$ cat src/accr_pkg.sv
// Package with register map, field layout and reset values of the channel calibration bank
package accr_pkg;

    // ------------------------------------------------------------
    // Register indices (word addresses)
    // ------------------------------------------------------------
    localparam logic [5:0] CHAN4_SETUP_IDX = 6'h1d;
    localparam logic [5:0] CHAN4_OFFSET_HIGH_IDX = 6'h1e;
    localparam logic [5:0] CHAN4_OFFSET_LOW_IDX = 6'h1f;
    localparam logic [5:0] CHAN4_GAIN_HIGH_IDX = 6'h20;
    localparam logic [5:0] CHAN4_GAIN_LOW_IDX = 6'h21;
    localparam logic [5:0] CHAN5_SETUP_IDX = 6'h22;

    // ------------------------------------------------------------
    // Field layout
    // ------------------------------------------------------------
    localparam int PHASE_LSB = 6;
    localparam int PHASE_W = 10;
    localparam int DC_OFF_BIT = 2;
    localparam int SEL_LSB = 0;
    localparam int SEL_W = 2;
    localparam int LOW_BYTE_LSB = 8;
    localparam logic [15:0] SETUP_WMASK = 16'hffc7;
    localparam logic [15:0] LOW_WMASK = 16'hff00;
    localparam logic [15:0] FULL_WMASK = 16'hffff;

    // ------------------------------------------------------------
    // Reset values
    // ------------------------------------------------------------
    localparam logic [15:0] SETUP_RST = 16'h0000;
    localparam logic [15:0] OFFSET_HIGH_RST = 16'h0000;
    localparam logic [15:0] OFFSET_LOW_RST = 16'h0000;
    localparam logic [15:0] GAIN_HIGH_RST = 16'h8000;
    localparam logic [15:0] GAIN_LOW_RST = 16'h0000;

    // Input source selections
    typedef enum logic [1:0] {
        ACCR_SEL_PINS = 2'b00,
        ACCR_SEL_SHORT = 2'b01,
        ACCR_SEL_POS_TEST = 2'b10,
        ACCR_SEL_NEG_TEST = 2'b11
    } accr_sel_t;

endpackage

$ cat src/accr_word_reg.sv
// One 16-bit register word with a write mask and reset value
`timescale 1ns/1ps
module accr_word_reg #(
    parameter logic [15:0] RST_VAL = 16'h0000,
    parameter logic [15:0] WMASK = 16'hffff
) (
    input wire logic ref_clk_i,
    input wire logic rst_i,
    input wire logic wr_i,
    input wire logic [15:0] wdata_i,
    output logic [15:0] q_o
);

    typedef struct packed {
        logic [15:0] word;
    } accr_word_state_t;

    accr_word_state_t st_q;
    accr_word_state_t st_d;

    // Masked bits keep their reset value forever, so reserved bits read zero
    always_comb
    begin
        st_d = st_q;
        if (wr_i)
        begin
            st_d.word = (wdata_i & WMASK) | (RST_VAL & ~WMASK); // RULE_12
        end
    end

    // State register
    always_ff @(posedge ref_clk_i or posedge rst_i)
    begin
        if (rst_i)
        begin
            st_q.word <= RST_VAL;
        end
        else
        begin
            st_q <= st_d;
        end
    end

    assign q_o = st_q.word;

endmodule

$ cat src/accr_setup_decode.sv
// Splits a channel setup word into its phase, filter and input select fields
`timescale 1ns/1ps
module accr_setup_decode (
    input wire logic [15:0] setup_i,
    output logic [9:0] phase_delay_o,
    output logic dc_filter_off_o,
    output logic [1:0] input_select_o
);

    // Pure field extraction; the word itself comes from a flip-flop
    assign phase_delay_o = setup_i[accr_pkg::PHASE_LSB +: accr_pkg::PHASE_W]; // RULE_01
    assign dc_filter_off_o = setup_i[accr_pkg::DC_OFF_BIT]; // RULE_03
    assign input_select_o = setup_i[accr_pkg::SEL_LSB +: accr_pkg::SEL_W]; // RULE_04

endmodule

$ cat src/accr_regs.sv
// Channel 4/5 configuration and calibration register bank on an Avalon-MM slave
// What this block does
// RULE_01: Phase delay is a 10-bit two's-complement field in setup bits 15 to 6.
// RULE_02: Setup bits 5 to 3 are read-only and always read zero.
// RULE_03: Setup bit 2 disables the channel DC filter; clear follows global setting.
// RULE_04: Setup bits 1 to 0 pick pins, shorted, positive or negative test.
// RULE_05: Offset high word holds offset bits 23 to 8, fully writable, reset zero.
// RULE_06: Offset low word holds offset bits 7 to 0 in its upper byte.
// RULE_07: Gain is 24-bit unsigned, high word holds gain bits 23 to 8.
// RULE_08: Gain high word at 20h resets to 8000h for unity gain.
// RULE_09: Gain low word upper byte holds gain bits 7 to 0, lower byte zero.
// RULE_10: Channel 4 setup at 1Dh resets zero; 1Eh, 1Fh, 21h reset zero.
// RULE_11: Channel 5 setup at 22h matches channel 4 setup layout and reset.
// RULE_12: Writes to reserved bits do nothing; they still read zero later.
//
// Implementation choice: register access over Avalon-MM.
`timescale 1ns/1ps
module accr_regs (
    input wire logic ref_clk_i,
    input wire logic rst_i,
    input wire logic [7:0] avs_address_i,
    input wire logic avs_read_i,
    input wire logic avs_write_i,
    input wire logic [31:0] avs_writedata_i,
    input wire logic [3:0] avs_byteenable_i,
    output logic [31:0] avs_readdata_o,
    output logic avs_waitrequest_o,
    output logic [1:0] avs_response_o,
    input wire logic global_dc_filter_setting_i,
    output logic [9:0] chan4_phase_delay_o,
    output logic chan4_dc_filter_off_o,
    output logic chan4_dc_filter_active_o,
    output logic [1:0] chan4_input_select_o,
    output logic [23:0] chan4_offset_o,
    output logic [23:0] chan4_gain_o,
    output logic [9:0] chan5_phase_delay_o,
    output logic chan5_dc_filter_off_o,
    output logic chan5_dc_filter_active_o,
    output logic [1:0] chan5_input_select_o
);

    // ------------------------------------------------------------
    // Bus state
    // ------------------------------------------------------------
    // One wait cycle per access: a request is answered on its second edge,
    // which gives registered read data without a read pipeline.
    typedef enum logic [0:0] {
        ACCR_IDLE = 1'b0,
        ACCR_DONE = 1'b1
    } accr_bus_t;

    typedef struct packed {
        accr_bus_t bus;
        logic [31:0] rdata;
        logic [1:0] resp;
    } accr_state_t;

    accr_state_t st_q;
    accr_state_t st_d;

    logic [5:0] word_idx;
    logic addr_ok;
    logic hit_s4;
    logic hit_oh;
    logic hit_ol;
    logic hit_gh;
    logic hit_gl;
    logic hit_s5;
    logic wr_fire;
    logic [15:0] wmerge;
    logic [15:0] s4_q;
    logic [15:0] oh_q;
    logic [15:0] ol_q;
    logic [15:0] gh_q;
    logic [15:0] gl_q;
    logic [15:0] s5_q;
    logic [15:0] rmux;

    // Word index from a byte address; misaligned addresses are unmapped
    function automatic logic [5:0] to_index(input logic [7:0] addr);
        to_index = addr[7:2];
    endfunction

    // Byte-enable merge of new write data over the current word
    function automatic logic [15:0] merge_be(input logic [15:0] cur, input logic [15:0] wd,
                                             input logic [1:0] be);
        logic [15:0] res;
        res = cur;
        if (be[0])
        begin
            res[7:0] = wd[7:0];
        end
        if (be[1])
        begin
            res[15:8] = wd[15:8];
        end
        merge_be = res;
    endfunction

    // ------------------------------------------------------------
    // Address decode
    // ------------------------------------------------------------
    assign word_idx = to_index(avs_address_i);
    assign hit_s4 = (word_idx == accr_pkg::CHAN4_SETUP_IDX); // RULE_10
    assign hit_oh = (word_idx == accr_pkg::CHAN4_OFFSET_HIGH_IDX);
    assign hit_ol = (word_idx == accr_pkg::CHAN4_OFFSET_LOW_IDX);
    assign hit_gh = (word_idx == accr_pkg::CHAN4_GAIN_HIGH_IDX); // RULE_08
    assign hit_gl = (word_idx == accr_pkg::CHAN4_GAIN_LOW_IDX);
    assign hit_s5 = (word_idx == accr_pkg::CHAN5_SETUP_IDX); // RULE_11
    assign addr_ok = (avs_address_i[1:0] == 2'b00) && (hit_s4 || hit_oh || hit_ol || hit_gh || hit_gl || hit_s5);

    // Write takes effect on the edge where waitrequest is low
    assign wr_fire = avs_write_i && (st_q.bus == ACCR_DONE) && addr_ok;

    // Read multiplexer over the stored words
    always_comb
    begin
        rmux = 16'h0000;
        if (hit_s4)
        begin
            rmux = s4_q;
        end
        else if (hit_oh)
        begin
            rmux = oh_q;
        end
        else if (hit_ol)
        begin
            rmux = ol_q;
        end
        else if (hit_gh)
        begin
            rmux = gh_q;
        end
        else if (hit_gl)
        begin
            rmux = gl_q;
        end
        else if (hit_s5)
        begin
            rmux = s5_q;
        end
    end

    // Merge data from the addressed word; upper byte lanes are not stored
    assign wmerge = merge_be(rmux, avs_writedata_i[15:0], avs_byteenable_i[1:0]);

    // ------------------------------------------------------------
    // Register words
    // ------------------------------------------------------------
    // Masks hold reserved bits at zero whatever is written
    accr_word_reg #(.RST_VAL(accr_pkg::SETUP_RST), .WMASK(accr_pkg::SETUP_WMASK)) u_s4 ( // RULE_02
        .ref_clk_i(ref_clk_i),
        .rst_i(rst_i),
        .wr_i(wr_fire && hit_s4),
        .wdata_i(wmerge),
        .q_o(s4_q)
    );

    accr_word_reg #(.RST_VAL(accr_pkg::OFFSET_HIGH_RST), .WMASK(accr_pkg::FULL_WMASK)) u_oh ( // RULE_05
        .ref_clk_i(ref_clk_i),
        .rst_i(rst_i),
        .wr_i(wr_fire && hit_oh),
        .wdata_i(wmerge),
        .q_o(oh_q)
    );

    accr_word_reg #(.RST_VAL(accr_pkg::OFFSET_LOW_RST), .WMASK(accr_pkg::LOW_WMASK)) u_ol ( // RULE_06
        .ref_clk_i(ref_clk_i),
        .rst_i(rst_i),
        .wr_i(wr_fire && hit_ol),
        .wdata_i(wmerge),
        .q_o(ol_q)
    );

    accr_word_reg #(.RST_VAL(accr_pkg::GAIN_HIGH_RST), .WMASK(accr_pkg::FULL_WMASK)) u_gh ( // RULE_08
        .ref_clk_i(ref_clk_i),
        .rst_i(rst_i),
        .wr_i(wr_fire && hit_gh),
        .wdata_i(wmerge),
        .q_o(gh_q)
    );

    accr_word_reg #(.RST_VAL(accr_pkg::GAIN_LOW_RST), .WMASK(accr_pkg::LOW_WMASK)) u_gl ( // RULE_09
        .ref_clk_i(ref_clk_i),
        .rst_i(rst_i),
        .wr_i(wr_fire && hit_gl),
        .wdata_i(wmerge),
        .q_o(gl_q)
    );

    accr_word_reg #(.RST_VAL(accr_pkg::SETUP_RST), .WMASK(accr_pkg::SETUP_WMASK)) u_s5 ( // RULE_11
        .ref_clk_i(ref_clk_i),
        .rst_i(rst_i),
        .wr_i(wr_fire && hit_s5),
        .wdata_i(wmerge),
        .q_o(s5_q)
    );

    // ------------------------------------------------------------
    // Bus handshake
    // ------------------------------------------------------------
    // Idle accepts the request, done answers it; a dropped request returns to idle
    always_comb
    begin
        st_d = st_q;
        case (st_q.bus)
            ACCR_IDLE:
            begin
                if (avs_read_i || avs_write_i)
                begin
                    st_d.bus = ACCR_DONE;
                    st_d.rdata = {16'h0000, rmux};
                    st_d.resp = addr_ok ? 2'b00 : 2'b11; // Decode error for unmapped words
                    if (!avs_read_i || !addr_ok) // Misaligned reads must not leak the aliased word
                    begin
                        st_d.rdata = 32'h0000_0000;
                    end
                end
            end
            ACCR_DONE:
            begin
                st_d.bus = ACCR_IDLE;
            end
            default:
            begin
                st_d.bus = ACCR_IDLE;
            end
        endcase
    end

    // State register
    always_ff @(posedge ref_clk_i or posedge rst_i)
    begin
        if (rst_i)
        begin
            st_q <= '{bus: ACCR_IDLE, rdata: 32'h0000_0000, resp: 2'b00};
        end
        else
        begin
            st_q <= st_d;
        end
    end

    assign avs_waitrequest_o = (st_q.bus != ACCR_DONE);
    assign avs_readdata_o = st_q.rdata;
    assign avs_response_o = st_q.resp;

    // ------------------------------------------------------------
    // Channel outputs
    // ------------------------------------------------------------
    accr_setup_decode u_dec4 ( // RULE_01
        .setup_i(s4_q),
        .phase_delay_o(chan4_phase_delay_o),
        .dc_filter_off_o(chan4_dc_filter_off_o),
        .input_select_o(chan4_input_select_o)
    );

    accr_setup_decode u_dec5 ( // RULE_11
        .setup_i(s5_q),
        .phase_delay_o(chan5_phase_delay_o),
        .dc_filter_off_o(chan5_dc_filter_off_o),
        .input_select_o(chan5_input_select_o)
    );

    // The local bit only ever turns the filter off, never on
    assign chan4_dc_filter_active_o = global_dc_filter_setting_i && !chan4_dc_filter_off_o; // RULE_03
    assign chan5_dc_filter_active_o = global_dc_filter_setting_i && !chan5_dc_filter_off_o; // RULE_03

    // Calibration words reassembled; reserved low bytes are dropped
    assign chan4_offset_o = {oh_q, ol_q[15:accr_pkg::LOW_BYTE_LSB]}; // RULE_05
    assign chan4_gain_o = {gh_q, gl_q[15:accr_pkg::LOW_BYTE_LSB]}; // RULE_07

    // ------------------------------------------------------------
    // Assertions
    // ------------------------------------------------------------
    // Stored fields and outputs: reserved bits stay zero, reset values and filter gating hold, and phase, select, offset and gain writes land where the map puts them
    a_setup_reserved: assert property (@(posedge ref_clk_i) disable iff (rst_i) // RULE_02
        (s4_q[5:3] == 3'b000) && (s5_q[5:3] == 3'b000))
        else $error("setup reserved bits not zero");
    a_low_reserved: assert property (@(posedge ref_clk_i) disable iff (rst_i) // RULE_12
        (ol_q[7:0] == 8'h00) && (gl_q[7:0] == 8'h00))
        else $error("low word reserved byte not zero");
    a_phase_field: assert property (@(posedge ref_clk_i) disable iff (rst_i) // RULE_01
        wr_fire && hit_s4 && (avs_byteenable_i[1:0] == 2'b11) |=>
        chan4_phase_delay_o == $past(avs_writedata_i[15:6]))
        else $error("phase field not written");
    a_chan5_phase_delay_field: assert property (@(posedge ref_clk_i) disable iff (rst_i) // RULE_11
        wr_fire && hit_s5 && (avs_byteenable_i[1:0] == 2'b11) |=>
        chan5_phase_delay_o == $past(avs_writedata_i[15:6]))
        else $error("channel 5 phase field not written");
    a_dc_gate: assert property (@(posedge ref_clk_i) disable iff (rst_i) // RULE_03
        chan4_dc_filter_off_o |-> !chan4_dc_filter_active_o)
        else $error("filter active while disabled");
    a_dc_follow: assert property (@(posedge ref_clk_i) disable iff (rst_i) // RULE_03
        !chan5_dc_filter_off_o |-> chan5_dc_filter_active_o == global_dc_filter_setting_i)
        else $error("filter does not follow global setting");
    a_sel_write: assert property (@(posedge ref_clk_i) disable iff (rst_i) // RULE_04
        wr_fire && hit_s5 && avs_byteenable_i[0] |=>
        chan5_input_select_o == $past(avs_writedata_i[1:0]))
        else $error("input select not written");
    a_offset_high: assert property (@(posedge ref_clk_i) disable iff (rst_i) // RULE_05
        wr_fire && hit_oh && (avs_byteenable_i[1:0] == 2'b11) |=>
        chan4_offset_o[23:8] == $past(avs_writedata_i[15:0]))
        else $error("offset high not written");
    a_offset_low: assert property (@(posedge ref_clk_i) disable iff (rst_i) // RULE_06
        wr_fire && hit_ol && avs_byteenable_i[1] |=>
        chan4_offset_o[7:0] == $past(avs_writedata_i[15:8]))
        else $error("offset low not written");
    a_gain_low: assert property (@(posedge ref_clk_i) disable iff (rst_i) // RULE_09
        wr_fire && hit_gl && avs_byteenable_i[1] |=>
        chan4_gain_o[7:0] == $past(avs_writedata_i[15:8]))
        else $error("gain low not written");
    a_gain_high: assert property (@(posedge ref_clk_i) disable iff (rst_i) // RULE_08
        wr_fire && hit_gh && (avs_byteenable_i[1:0] == 2'b11) |=>
        chan4_gain_o[23:8] == $past(avs_writedata_i[15:0]))
        else $error("gain high not written");
    a_gain_reset: assert property (@(posedge ref_clk_i) // RULE_08
        $fell(rst_i) |-> (chan4_gain_o == 24'h800000) && (chan4_offset_o == 24'h000000))
        else $error("calibration reset values wrong");
    a_setup_reset: assert property (@(posedge ref_clk_i) // RULE_10
        $fell(rst_i) |-> (s4_q == 16'h0000) && (s5_q == 16'h0000) && (gl_q == 16'h0000))
        else $error("setup reset values wrong");

    // Bus answers: one wait state, one answer cycle, refused reads return nothing
    a_one_wait: assert property (@(posedge ref_clk_i) disable iff (rst_i) // RULE_10
        (avs_read_i || avs_write_i) && avs_waitrequest_o |=> !avs_waitrequest_o)
        else $error("answer late");
    a_answer_once: assert property (@(posedge ref_clk_i) disable iff (rst_i) // RULE_10
        !avs_waitrequest_o |=> avs_waitrequest_o)
        else $error("answer stands too long");
    a_read_data: assert property (@(posedge ref_clk_i) disable iff (rst_i) // RULE_10
        avs_read_i && !avs_waitrequest_o && addr_ok |-> avs_readdata_o == {16'h0000, rmux})
        else $error("read data does not match addressed word");
    a_refused_zero: assert property (@(posedge ref_clk_i) disable iff (rst_i) // RULE_12
        !avs_waitrequest_o && (avs_response_o == 2'b11) |-> avs_readdata_o == 32'h0000_0000)
        else $error("refused access returned data");
    a_rd_zero_high: assert property (@(posedge ref_clk_i) disable iff (rst_i) // RULE_06
        !avs_waitrequest_o |-> avs_readdata_o[31:16] == 16'h0000)
        else $error("upper read bits not zero");

    c_write_gain: cover property (@(posedge ref_clk_i) disable iff (rst_i) wr_fire && hit_gh);
    c_read_setup: cover property (@(posedge ref_clk_i) disable iff (rst_i)
        avs_read_i && !avs_waitrequest_o && hit_s5);
    c_unmapped: cover property (@(posedge ref_clk_i) disable iff (rst_i)
        !avs_waitrequest_o && avs_response_o == 2'b11);
    c_dc_off: cover property (@(posedge ref_clk_i) disable iff (rst_i)
        global_dc_filter_setting_i && chan4_dc_filter_off_o);
    c_neg_test: cover property (@(posedge ref_clk_i) disable iff (rst_i)
        chan4_input_select_o == 2'b11);

endmodule

$ cat config.mk
export PLATFORM = sky130hd
export DESIGN_NAME = accr_regs
export DESIGN_NICKNAME = d
export VERILOG_FILES = /design/src/accr_pkg.sv /design/src/accr_word_reg.sv /design/src/accr_setup_decode.sv /design/src/accr_regs.sv
export SDC_FILE = /design/constraint.sdc
export NUM_CORES = 1
export LEC_CHECK = 0
export BUFFER_PORTS_ARGS = -buffer_cell sky130_fd_sc_hd__buf_2
export CORE_MARGIN = 2
export CORE_UTILIZATION = 51
export DETAILED_ROUTE_END_ITERATION = 10
export PLACE_DENSITY = 0.81
export SLEW_MARGIN = 5
export SYNTH_ARGS = -nofsm -noshare
export SYNTH_HDL_FRONTEND = slang
export SYNTH_SLANG_ARGS = --single-unit
$ cat constraint.sdc
create_clock -name ref_clk_i -period 2.9 [get_ports ref_clk_i]
set_input_delay 0.145 -clock ref_clk_i [delete_from_list [all_inputs] [get_ports ref_clk_i]]
set_output_delay 0.145 -clock ref_clk_i [all_outputs]
set_load 0.01 [all_outputs]
==> results.md <==
* Die ar. at 10,390 um2
* Clk buf depth at 2
* Vias at roughly 4,400
* Drt pass-1 iters at 5
* Synth Flop Type: dfrtp_1
* Largest net degree at the start of global routing at 56
* HP Class: primary input to flip-flop
* Sequential power share at a little over half
* Clock power frac at 33.5%
* Core box area at 9284 um2
* Slew Viols, Final at 0
* Final critical-path required period at 2240 ps
* DRC at 0
* Antenna Cells at 0
* Buffers on Ports at between 100 and 150
* Slew @ Worst Pin at ~720 ps
* WL final at between 10,000 and 15,000 um
* Initial DRC Count at ~340
* HPWL after DPL at 9449 um
* FMAX at 446.3 MHz
* Setup TNS at 0 ps
* Crit path DAT at approximately 2500 ps
* Critical path launch point type: flip-flop
* Worst-Skew Late Latency at about 360 ps
* H-tree Lvls at 3
* Final setup viols at 0
* Max-Cap Viols at 0
* Clock tree root buffer cell: clkbuf_8
* Die height at roughly 100 um
* Layout Nets at 650
* Worst-path clk slew at 90 ps
* Sw Pwr at ~0.73 mW
* Row count at 35
* Area Overhead vs Synth at 15.51%
* DIE WIDTH at 101.9 um
* Total track usage at 25.97%
* Clk sink count at between 90 and 100
* Slew HR at 51.67%
* Clock skew at 8.027 ps
* Seq/Total Area, Yosys at a little under half
* ANT nets after route at 0
* Seq cells post-synth at 92
* Vias in the first global route at 4,096
* Final hold viol count at 0
* Syn Area/Cell at 9.702 um2
* Sw Ratio at between 20 and 30%
* CP endpoint kind: flip-flop
* CP Class: flip-flop to flip-flop
* Initial antenna violation count at 0
* Total grt overflow at 0
* Leakage at 2.793 nW
* Peak supply drop at 0.0002445 V
* Cells after Synth at 504
* Asr flop ratio synth at 100.0%
* Gate power share at ~14%
* Routed vias/inst at 5.936
* First-pass GRT wire length at 20,840 um
* Share of layout cells above drive strength 1 at 30.20%
* Cell Pwr Density at 463.5 nW/um2
* CTS tree: done
* Syn. warnings at 0
* Fin crit share at between 70% and 80%
* Initial Util at 52.67%
* Outcome: finished clean
* Power Internal at about 1.9 mW
* Synth cell types at 54
* Io pins at 160
* Worst hold slack at approximately 28 ps
* CP Data Required Time at 3170 ps
* Post-CTS Setup Bufs at 0
* TritonCTS Buffers at 9
* GPL Wtd Cong at 0.8385
* WL per Instance at between 15 and 20 um
* EDFF count, synth at 0
* Synthesized cell area at a little under 5000 um2
* RSZ-0062 raised after global routing: no
* Worst-path maximum fanout at 9
## kinds of logic (layout without fill, tap and decap cells)
logic type | count (synthesis) | after routing | share of synthesized area [%]
other | 1 | 16 | 0.07669
AOI/OAI and AO/OA | 150 | 150 | 21.72
muxes | 20 | 20 | 4.248
and+or+nand+nor | 154 | 154 | 16.79
buffers and inverters | 87 | 174 | 10.06
DFF | 92 | 92 | 47.11
## metrics by stage
stage                     cells  total power, mW  setup slack (ps)  instance area, um2  utilization, %
after global routing        735            2.728             546.9                5648           60.84
after CTS                   735            2.630             720.4                5648           60.84
after detailed placement    718            1.762             712.0                5436           58.56
after floorplan             519            1.641             364.7                4946               -
after global placement      718            1.747             731.0                5436           58.56
final                       735            2.618             659.6                5648           60.84
## Yosys cell counts (3+ instances only)
cell type,count,area share (%)
clkbuf_1,18,1.4
o31ai_1,3,0.46
nor2_1,65,5.0
o221ai_1,5,0.90
o211ai_1,6,0.92
nor3_1,6,0.61
nand3b_1,6,0.92
nor3_2,4,0.82
dfrtp_1,91,47
a21oi_1,26,2.7
buf_4,36,5.5
inv_1,17,1.3
nor2b_1,11,1.4
and2_1,4,0.51
o311ai_4,4,2.1
mux2i_1,14,2.9
a32oi_1,10,1.8
nand2_1,30,2.3
o311ai_1,3,0.54
a31oi_1,42,5.4
or3_1,4,0.51
mux2_2,6,1.4
o21bai_1,7,1.1
buf_2,10,1.0
nand3_1,9,0.92
o22ai_1,11,1.4
o21ai_0,21,2.1
## per-layer routing
| metal | global-route usage (%) | wire length [um] | up-vias |
|---|---|---|---|
| li1 | - | - | 1976 |
| met1 | 36.25 | 5565 | 2142 |
| met2 | 40.13 | 6392 | 215 |
| met3 | 5.130 | 1114 | 30 |
| met4 | 10.46 | 331 | 0 |
| met5 | 0 | 0 | - |
## critical path, stage by stage (launching register included)
cell and delay, ps:
dfrtp_1 360, nand4bb_1 530, nor3_2 720, buf_4 280
nor2_1 80, a31oi_1 180
## power groups by stage
stage / clock network (mW) / registers (mW) / logic [mW]
2_1_floorplan: 0 / 1.41 / 0.229
3_3_place_gp: 0 / 1.40 / 0.351
3_5_place_dp: 0 / 1.40 / 0.362
4_1_cts: 0.891 / 1.37 / 0.364
5_1_grt: 0.944 / 1.38 / 0.403
6_report: 0.878 / 1.38 / 0.365
## path summary, 6_finish.rpt
path                                    startpoint                end  slack [ps]  depth (start not counted)
worst max-delay path                      st_q[34]       u_ol.q_o[11]         660                          5
worst min-delay path            avs_writedata_i[8]        u_s4.q_o[8]          30                          2
worst max register to register            st_q[34]       u_ol.q_o[11]         660                          5
worst min register to register   avs_readdata_o[9]  avs_readdata_o[9]         480                          2
max in group asynchronous                    rst_i       u_gh.q_o[15]        1750                          4
min in group asynchronous                    rst_i        u_oh.q_o[0]         400                          3
## placed cells by master, fill, tap and decap left out, types with 5 or more instances in the layout
| master | Yosys | layout |
|---|---|---|
| nand2_1 | 30 | 30 |
| o21ai_0 | 21 | 21 |
| inv_1 | 17 | 16 |
| nand3_1 | 9 | 9 |
| nor2b_1 | 11 | 11 |
| o22ai_1 | 11 | 11 |
| a21oi_1 | 26 | 26 |
| mux2i_1 | 14 | 14 |
| conb_1 | 1 | 16 |
| nand3b_1 | 6 | 6 |
| o221ai_1 | 5 | 5 |
| clkbuf_8 | 0 | 10 |
| o211ai_1 | 6 | 6 |
| o21bai_1 | 7 | 7 |
| a31oi_1 | 42 | 42 |
| buf_2 | 10 | 125 |
| nor2_1 | 65 | 65 |
| buf_4 | 36 | 14 |
| mux2_2 | 6 | 6 |
| nor3_1 | 6 | 5 |
| dfrtp_1 | 91 | 91 |
| nor3_2 | 4 | 5 |
| a32oi_1 | 10 | 10 |
## cell type report
class	instances	area [um2]
Timing Repair Buffer	141	760.7
Inverter	17	65.06
Sequential cell	92	2303
Clock inverter	6	63.81
Multi-Input combinational cell	340	2156
Fill cell	785	3636
Tap cell	129	161.4
Clock buffer	10	137.6
## flip-flops by register name, indices dropped and copies added (netlist names)
| signal | count |
|---|---|
| avs_response_o | 1 |
| u_s4.q_o | 13 |
| avs_readdata_o | 16 |
| u_ol.q_o | 8 |
| u_oh.q_o | 16 |
| st_q | 1 |
| u_gh.q_o | 16 |
| u_gl.q_o | 8 |
| u_s5.q_o | 13 |
## timing repair
action	4_1_cts	5_1_grt
endpoints found under the hold margin	37	0
gates resized for setup	0	0
hold buffers	1	0
Note: power is estimated with default switching activity, not from simulation.
